===== config.mk =====
export PLATFORM = sky130hd
export DESIGN_NAME = bwdt_core
export DESIGN_NICKNAME = d
export VERILOG_FILES = /design/src/bwdt_pkg.sv /design/src/bwdt_core.sv /design/src/bwdt_timebase.sv
export SDC_FILE = /design/constraint.sdc
export NUM_CORES = 1
export LEC_CHECK = 0
export BUFFER_PORTS_ARGS = -buffer_cell sky130_fd_sc_hd__buf_4
export CAP_MARGIN = 15
export CORE_UTILIZATION = 60
export DETAILED_ROUTE_END_ITERATION = 7
export PLACE_DENSITY = 0.83
export SETUP_SLACK_MARGIN = 0.4
export SYNTH_ARGS = -nofsm -noshare
export SYNTH_HDL_FRONTEND = slang
export SYNTH_HIERARCHICAL = 1
export SYNTH_SLANG_ARGS = --single-unit

===== constraint.sdc =====
create_clock -name clk -period 2.4 [get_ports clk]
set_clock_uncertainty 0.05 [all_clocks]
set_input_delay 0.24 -clock clk [delete_from_list [all_inputs] [get_ports clk]]
set_output_delay 0.24 -clock clk [all_outputs]
set_load 0.02 [all_outputs]

===== src/bwdt_pkg.sv =====
package bwdt_pkg;
   localparam int CLK_HZ = 100_000_000;
   localparam int SEC_CYCLES = CLK_HZ;
   localparam int MIN_SECONDS = 60;
   localparam int COUNT_W = 8;
   localparam logic [COUNT_W-1:0] COUNT_ZERO = 8'h00;
   localparam int PRESCALE_W = 27;
   localparam int SECOND_W = 6;

   // Expiry actions
   localparam logic ACTION_RESET = 1'b0;
   localparam logic ACTION_NMI = 1'b1;
   // Unit select
   localparam logic UNIT_SECONDS = 1'b0;
   localparam logic UNIT_MINUTES = 1'b1;
   // Length of the reset or NMI pulse, in cycles
   localparam int PULSE_CYCLES = 16;
   localparam int PULSE_W = 5;

   typedef struct packed {
      logic load;
      logic [COUNT_W-1:0] value;
   } bwdt_load_t;

   typedef enum logic [2:0] {
      BWDT_IDLE = 3'b001,
      BWDT_COUNT = 3'b010,
      BWDT_FIRE = 3'b100
   } bwdt_state_t;
endpackage : bwdt_pkg


===== src/bwdt_core.sv =====
`timescale 1ns/100ps
// What this block does and what its host must do
// On expiry, pulse either a cold reset or an NMI toward the processor.
// A non-zero load starts the countdown; reaching zero fires expiry.
// A zero load disables the watchdog; nothing fires.
// Host reloads before zero; each reload restarts from the new value.
// Count unit is seconds or minutes, set by a configuration input.
// Host keeps ten percent margin between refresh and time-out.
// Host loads zero before its program ends, else reset follows.
// Host sets the period through firmware service 6FH, sub-function 2.
// Eight-bit binary counter, decremented once per selected timebase tick.
module bwdt_core #(
   parameter int SEC_CYCLES = bwdt_pkg::SEC_CYCLES
) (
   input wire logic clk,
   input wire logic rst,
   input wire bwdt_pkg::bwdt_load_t loadReq,
   input wire logic unitMinutes,
   input wire logic actionNmi,
   output logic sysResetReq,
   output logic nmiReq,
   output logic running,
   output logic [bwdt_pkg::COUNT_W-1:0] countOut
);
   bwdt_pkg::bwdt_state_t stateQ, stateD;
   logic [bwdt_pkg::COUNT_W-1:0] countQ, countD;
   logic [bwdt_pkg::PULSE_W-1:0] pulseQ, pulseD;
   logic unitQ;
   logic actionQ;
   logic tick;

   wire loadNonZero = loadReq.load &&
      (loadReq.value != bwdt_pkg::COUNT_ZERO);
   wire loadZero = loadReq.load &&
      (loadReq.value == bwdt_pkg::COUNT_ZERO);
   wire lastTick = tick && (countQ == 8'h01);
   wire pulseDone = (pulseQ ==
      bwdt_pkg::PULSE_W'(bwdt_pkg::PULSE_CYCLES - 1));

   // Unit is latched per load so a mid-count change cannot mix units
   bwdt_timebase #(.SEC_CYCLES(SEC_CYCLES)) u_timebase (
      .clk(clk),
      .rst(rst),
      .clear(loadReq.load),
      .unitMinutes(unitQ),
      .tick(tick)
   );

   always_comb begin
      stateD = stateQ;
      countD = countQ;
      pulseD = pulseQ;
      case (stateQ)
         bwdt_pkg::BWDT_IDLE: begin
            if (loadNonZero) begin
               stateD = bwdt_pkg::BWDT_COUNT;
               countD = loadReq.value;
            end
         end
         bwdt_pkg::BWDT_COUNT: begin
            if (loadZero) begin
               stateD = bwdt_pkg::BWDT_IDLE;
               countD = bwdt_pkg::COUNT_ZERO;
            end else if (loadNonZero) begin
               countD = loadReq.value;
            end else if (lastTick) begin
               stateD = bwdt_pkg::BWDT_FIRE;
               countD = bwdt_pkg::COUNT_ZERO;
               pulseD = '0;
            end else if (tick) begin
               countD = countQ - 8'h01;
            end
         end
         bwdt_pkg::BWDT_FIRE: begin
            // Pulse runs to completion; loads during it only relatch unit and action (actionQ picks the output)
            pulseD = pulseQ + 1'b1;
            if (pulseDone) begin
               stateD = bwdt_pkg::BWDT_IDLE;
               pulseD = '0;
            end
         end
         default: begin
            stateD = bwdt_pkg::BWDT_IDLE;
            countD = bwdt_pkg::COUNT_ZERO;
            pulseD = '0;
         end
      endcase
   end

   wire firing = (stateD == bwdt_pkg::BWDT_FIRE);

   always_ff @(posedge clk or posedge rst) begin
      if (rst) begin
         stateQ <= bwdt_pkg::BWDT_IDLE;
         countQ <= bwdt_pkg::COUNT_ZERO;
         pulseQ <= '0;
         unitQ <= bwdt_pkg::UNIT_SECONDS;
         actionQ <= bwdt_pkg::ACTION_RESET;
      end else begin
         stateQ <= stateD;
         countQ <= countD;
         pulseQ <= pulseD;
         if (loadReq.load) begin
            unitQ <= unitMinutes;
            actionQ <= actionNmi;
         end
      end
   end

   always_ff @(posedge clk or posedge rst) begin
      if (rst) begin
         sysResetReq <= 1'b0;
         nmiReq <= 1'b0;
         running <= 1'b0;
         countOut <= bwdt_pkg::COUNT_ZERO;
      end else begin
         sysResetReq <= firing && (actionQ == bwdt_pkg::ACTION_RESET);
         nmiReq <= firing && (actionQ == bwdt_pkg::ACTION_NMI);
         running <= (stateD == bwdt_pkg::BWDT_COUNT);
         countOut <= countD;
      end
   end
endmodule : bwdt_core


===== src/bwdt_timebase.sv =====
`timescale 1ns/100ps
// Produces one-cycle tick pulses in seconds or minutes. Restarts on clear
// so a reload always gets a full first unit.
module bwdt_timebase #(
   // Cycles per second; only a bench shortens it to reach expiry quickly
   parameter int SEC_CYCLES = bwdt_pkg::SEC_CYCLES
) (
   input wire logic clk,
   input wire logic rst,
   input wire logic clear,
   input wire logic unitMinutes,
   output logic tick
);
   logic [bwdt_pkg::PRESCALE_W-1:0] preQ;
   logic [bwdt_pkg::SECOND_W-1:0] secQ;
   wire secEnd = (preQ ==
      bwdt_pkg::PRESCALE_W'(SEC_CYCLES - 1));
   wire minEnd = (secQ ==
      bwdt_pkg::SECOND_W'(bwdt_pkg::MIN_SECONDS - 1));
   wire tickD = secEnd &&
      (unitMinutes == bwdt_pkg::UNIT_SECONDS || minEnd);

   always_ff @(posedge clk or posedge rst) begin
      if (rst) begin
         preQ <= '0;
         secQ <= '0;
         tick <= 1'b0;
      end else if (clear) begin
         preQ <= '0;
         secQ <= '0;
         tick <= 1'b0;
      end else begin
         preQ <= secEnd ? '0 : preQ + 1'b1;
         if (secEnd) begin
            secQ <= minEnd ? '0 : secQ + 1'b1;
         end
         tick <= tickD;
      end
   end
endmodule : bwdt_timebase


==> flow_summary.ini, run 1 <==
[run_status]
status = finished with violations
violations = negative hold slack

[synthesis]
yosysTopAreaCell = dfrtp_1
avgSynthCellArea_um2 = 9.76
yosysWarnings = 6
syn-num-nets = 331
synth_seq_cells = 55
synth_area_leaders = dfrtp_1, o21ai_0, nor2_1
synth_edf_count = 0
ys_top_cells_by_count = dfrtp_1, nor2_1, o21ai_0
ys_types = 64
synthFlopType = dfrtp_1
yosysSeqAreaShare_pct = 45.1
netlist_instances = 313
synth_top_area_share_pct = 44.2
async_reset_ff_share_pct = 100
synth.cell_area_um2 = 3050
post-synth-top-count-cell = dfrtp_1

[place]
dpl.cell_count = 396
dp_hpwl_um = 4470
port-buffer-count = 23
place_area_um2 = 3290
place_congestion = 0.857

[global_routing]
grt_first_pass_wirelength_um = 11000
grt_pass1_vias = 2433
grt.overflow.total = 0
antenna_found_initial = 0
grt_usage_pct = 26.4
grt_max_degree = 35

[route]
drc = 0
final_antenna_net_count = 0
firstDrtPassIters = 5
routed_wl_um = 7110
drtIter0Drc = 328
vias = 2650
viasPerCell = 6.29
routedWlPerCell_um = 16.9

[die]
core_area_um2 = 4820
row_count = 25
chipHeight_um = 73.3
io_pins = 24
die_area_um2 = 5380
die_w_um = 73.3
start_util_pct = 63.4

[clock_network]
cts_root_buffer = clkbuf_8
cts_tree = built
cts_buffers = 5
htreeDepth = 2
clk_pin_slew_worst_paths_ns = 0.11
clock_latency_ns = 0.31
cts_buffer_depth = 2
cts.sinks = 55

[cells_and_area]
fillers = 329
drive_above_1_share_pct = 26.0
nets = 371
area_growth_pct = 18.3
design_area_um2 = 3610
multi_input_area_um2 = 1650
diodes = 0
ff_latch_area_um2 = 1380
instances_no_fill = 421

[power_and_ir_drop]
power.leakage_nw = 1.58
vdd.ir_drop.worst_v = 0.000363
power_per_cell_area_nw_per_um2 = 753

[sta]
fmax_ghz = 0.473
rsz0062_at_grt = true
whs_ns = -0.0117
post-route-period-util_pct = 88.0
fin_setup_tns_ns = 0
worst_pin_slew_ns = 0.799
slew_headroom_pct = 46.7
setup_violations = 0
slew_viol_final = 0
period_needed_ns = 2.11
hold_viol_final = 19

[critical_path]
r2r_start = countOut[1]
arrival_ns = 2.32
cp-start-kind = flop
crit_buf_inv = 1
critPathTopFamily = simple AND/OR/NAND/NOR gates
critPathKind = reg -> reg
slowest_delay_ns = 0.43
critPathLaunch = countOut[1]
cp-end-kind = flop
critical_path.slowest_cell = dfrtp_2
crit_chain = inv_2, ha_4, or3b_4, or4_4, and3_4, o31ai_4, a32o_2
critPathRequiredTime_ns = 2.60
crit_path_max_fanout = 4

[flow_run]
max_cap_viol_count = 0

[hold_path]
min_path_type = in -> async
-- timing repair --
action | 4_1_cts | 5_1_grt
pin swaps | 3 | 7
endpoints found under the setup margin | 8 | 19
hold buffers | 0 | 0
setup buffers | 9 | 8
gates resized for setup | 1 | 18
-- area by class of cell --
type,instances,area share [%]
flip-flops and latches,55,38.3
clock buffers,5,1.91
well taps,67,2.32
inverters,15,1.56
clock inverters,3,1.21
multi-input cells,232,45.5
repair buffers,44,9.14
-- worst reg2reg max path, delay by kind of cell, from the launching register on --
family	cells	cell delay (ns)
and+or+nand+nor	3	0.98
AOI/OAI and AO/OA	2	0.38
adders and majority gates	1	0.14
buffers and inverters	1	0.08
DFF	1	0.43
-- where the power goes --
part / total [mW] / switching, mW / internal [mW]
sequential: 1.15 / 0.127 / 1.02
combinational: 0.953 / 0.519 / 0.434
clock: 0.621 / 0.310 / 0.311
total: 2.72 / 0.956 / 1.77
-- flip-flops by register name, summed over array words and instances (netlist names) --
register / flops
u_timebase/preQ: 27
countOut: 8
u_timebase/secQ: 6
pulseQ: 5
stateQ: 3
actionQ: 1
nmiReq: 1
running: 1
sysResetReq: 1
u_timebase/tick: 1
unitQ: 1
-- kinds of logic after synthesis --
logic type	count (synthesis)	share of synthesized area, %
mux	4	1.39
xor+xnor	15	4.30
simple gates	132	26.6
fa+ha+maj	5	2.05
flops	55	45.1
compound gates	76	16.6
buf+inv	26	3.93
-- routing by layer --
layer	global-route usage, %	part of all wire [%]
met4	8.33	1.7
met2	44.1	50
met5	0	0
met3	3.29	5.2
met1	36.0	43
-- metrics by stage --
step | util, % | total power [mW] | setup slack [ns]
final | 75.0 | 2.72 | 0.288
after CTS | 72.3 | 2.60 | 0.319
after floorplan | - | 1.68 | 0.347
after detailed placement | 68.3 | 1.94 | 0.316
after global placement | 68.3 | 1.91 | 0.359
after global routing | 75.0 | 2.87 | 0.236
-- path summary, 6_finish.rpt --
| path | to | slack, ns | depth (start not counted) |
|---|---|---|---|
| worst max-delay path | countOut[6] | 0.29 | 7 |
| min in group clk | unitQ | 0.11 | 2 |
| worst max register to register | countOut[6] | 0.29 | 7 |
| worst min register to register | sysResetReq | 0.42 | 1 |
| worst min-delay path | u_timebase/preQ[14] | -0.01 | 3 |
| max in group asynchronous | countOut[0] | 1.72 | 2 |
-- cells in the final DEF (no fill, tap or decap), drive strengths merged, types with 7 or more instances in the layout --
master and n:
buf 44, and3 9, o31ai 9, nand4 13
nor2 26, or4 9, nand2 18, inv 15
xor2 11, dfrtp 54, and4 7, o21ai 20
nand3 12, a21oi 20
(Power assumes the default switching activity.)
==> run 2, diff against run 1 <==
--- a/config.mk
+++ b/config.mk
@@ -7,9 +7,9 @@
 export LEC_CHECK = 0
 export BUFFER_PORTS_ARGS = -buffer_cell sky130_fd_sc_hd__buf_4
 export CAP_MARGIN = 15
-export CORE_UTILIZATION = 60
+export CORE_UTILIZATION = 40
 export DETAILED_ROUTE_END_ITERATION = 7
-export PLACE_DENSITY = 0.83
+export PLACE_DENSITY = 0.6
 export SETUP_SLACK_MARGIN = 0.4
 export SYNTH_ARGS = -nofsm -noshare
 export SYNTH_HDL_FRONTEND = slang
==> run 2 against run 1 <==
The run now ends clean. Combinational power is 12% lower. Critical path depth is the same. Worst hold slack improved by 0.12 ns. Count of clock-buffer cells in the layout unchanged. Highest routed layer unchanged. Power down 4.2%. Critical path type unchanged. Die area increased by 49%. Maximum frequency up 2.8%. Wire length decreased by 7.1%. Largest power group unchanged. Sequential share of layout area down 0.36 points. Register-to-register slack better by 0.06 ns.
==> flow_summary.ini, run 2 (same netlist as run 1, synthesis figures left out) <==
[run_status]
status = finished, final reports clean

[route]
drc = 0
viasPerCell = 5.57
routedWlPerCell_um = 14.5
vias = 2531
routed_wl_um = 6600
drtIter0Drc = 96
firstDrtPassIters = 4
final_antenna_net_count = 0

[sta]
finalWorstSetupSlack_ns = 0.346
post-route-period-util_pct = 85.6
fmax_ghz = 0.487
worst_pin_slew_ns = 0.823
whs_ns = 0.110
hold_viol_final = 0
rsz0062_at_grt = true
fin_setup_tns_ns = 0
setup_violations = 0
slew_headroom_pct = 45.1
period_needed_ns = 2.05
slew_viol_final = 0

[clock_network]
cts.sinks = 55
cts_root_buffer = clkbuf_8
cts_buffer_depth = 2
clk_pin_slew_worst_paths_ns = 0.11
cts_tree = built
clock_latency_ns = 0.31
htreeDepth = 2
cts_buffers = 5

[critical_path]
critPathRequiredTime_ns = 2.60
slowest_delay_ns = 0.43
critPathKind = reg -> reg
critPathLaunch = countOut[0]
cp-start-kind = flop
arrival_ns = 2.25
crit_path_max_fanout = 3
cp-end-kind = flop
r2r_start = countOut[0]
crit_chain = inv_2, ha_4, or3b_4, or4_1, and3_1, o31ai_1, a32o_2
critical_path.slowest_cell = dfrtp_2

[power_and_ir_drop]
p_seq_share_pct = 43.7
power_per_cell_area_nw_per_um2 = 715
switchingPower_mw = 0.892
swShare_pct = 34.2
power.leakage_nw = 1.58
p_int_mw = 1.72
vdd.ir_drop.worst_v = 0.000388
p_clk_share_pct = 24.3
comb_power_share_pct = 32.0

[die]
io_pins = 24
die_w_um = 89.4
chipHeight_um = 89.4
row_count = 31
die_area_um2 = 7990
start_util_pct = 41.7
core_area_um2 = 7330

[flow_run]
max_cap_viol_count = 0

[cells_and_area]
largest_reg_flops = 27
fillers = 662
nets = 372
top_regs = u_timebase/preQ: 27 flops, countOut: 8 flops, u_timebase/secQ: 6 flops
top_register = u_timebase/preQ
layout_common_cells = dfrtp_1, buf_4, nor2_1
drive_above_1_share_pct = 24.5
diodes = 0
area_growth_pct = 19.4
final_common_cell = dfrtp_1

[place]
place_congestion = 0.787
dp_hpwl_um = 4480
dpl_worst_slack_ns = 0.330
port-buffer-count = 23

[global_routing]
grt_max_degree = 35
grt_pass1_vias = 2495
grt_usage_pct = 18.0
grt_first_pass_wirelength_um = 11300
grt.overflow.total = 0
antenna_found_initial = 0

[hold_path]
min_path_type = in -> reg
min_from = actionNmi
==> run 2: timing repair <==
action / CTS / global route
hold buffers: 1 / 0
endpoints found under the hold margin: 4 / 0
gates resized for setup: 1 / 13
cloned: 0 / 1
buffers inserted: 7 / 9
endpoints found under the setup margin: 5 / 24
pin swaps: 3 / 5
==> run 2: worst paths after layout <==
kind	endpoint	slack, ns	cells after the start
worst max-delay path	countOut[6]	0.35	7
worst min-delay path	actionQ	0.11	2
worst min register to register	sysResetReq	0.40	1
worst max register to register	countOut[6]	0.35	7
min in group asynchronous	u_timebase/preQ[20]	0.54	4
max in group asynchronous	countOut[0]	1.13	3
==> run 2: worst max-delay path, delay by kind of cell, from the launching register on <==
family,cells,cell delay (ns)
AND/OR/NAND/NOR,3,0.93
flip-flops,1,0.43
AO/OA/AOI/OAI,2,0.38
adder cells (fa/ha/maj),1,0.13
buffers and inverters,1,0.08
==> run 2: layout make-up <==
| cell class | count | area [um^2] | share of cell area [%] |
|---|---|---|---|
| Tap cell | 99 | 124 | 3.40 |
| Timing Repair Buffer | 45 | 342 | 9.37 |
| Sequential cell | 55 | 1380 | 38.0 |
| Multi-Input combinational cell | 232 | 1620 | 44.5 |
| Clock buffer | 5 | 68.8 | 1.89 |
| Clock inverter | 3 | 47.5 | 1.30 |
| Inverter | 15 | 56.3 | 1.54 |
==> run 2: per-stage QoR <==
stage	utilization (%)	cell area [um^2]	cells	power [mW]
finish	49.7	3650	454	2.61
detailed placement	45.5	3340	428	1.92
global placement	45.5	3340	428	1.92
floorplan	-	3070	313	1.68
global route	49.7	3650	454	2.78
CTS	48.1	3520	444	2.60
==> run 2: metal layers <==
| layer | track usage (%) | vias to the layer above | part of all wire [%] |
|---|---|---|---|
| li1 | - | 1251 | - |
| met2 | 32.1 | 31 | 51 |
| met5 | 0 | - | 0 |
| met3 | 3.05 | 2 | 2.3 |
| met1 | 22.6 | 1247 | 47 |
| met4 | 4.33 | 0 | 0.53 |
==> run 2: power groups by stage <==
| stage | Combinational (mW) | Clock (mW) | Sequential (mW) |
|---|---|---|---|
| 2_1_floorplan | 0.473 | 0 | 1.21 |
| 3_3_place_gp | 0.760 | 0 | 1.16 |
| 3_5_place_dp | 0.760 | 0 | 1.16 |
| 4_1_cts | 0.808 | 0.655 | 1.14 |
| 5_1_grt | 0.939 | 0.689 | 1.16 |
| 6_report | 0.836 | 0.634 | 1.14 |
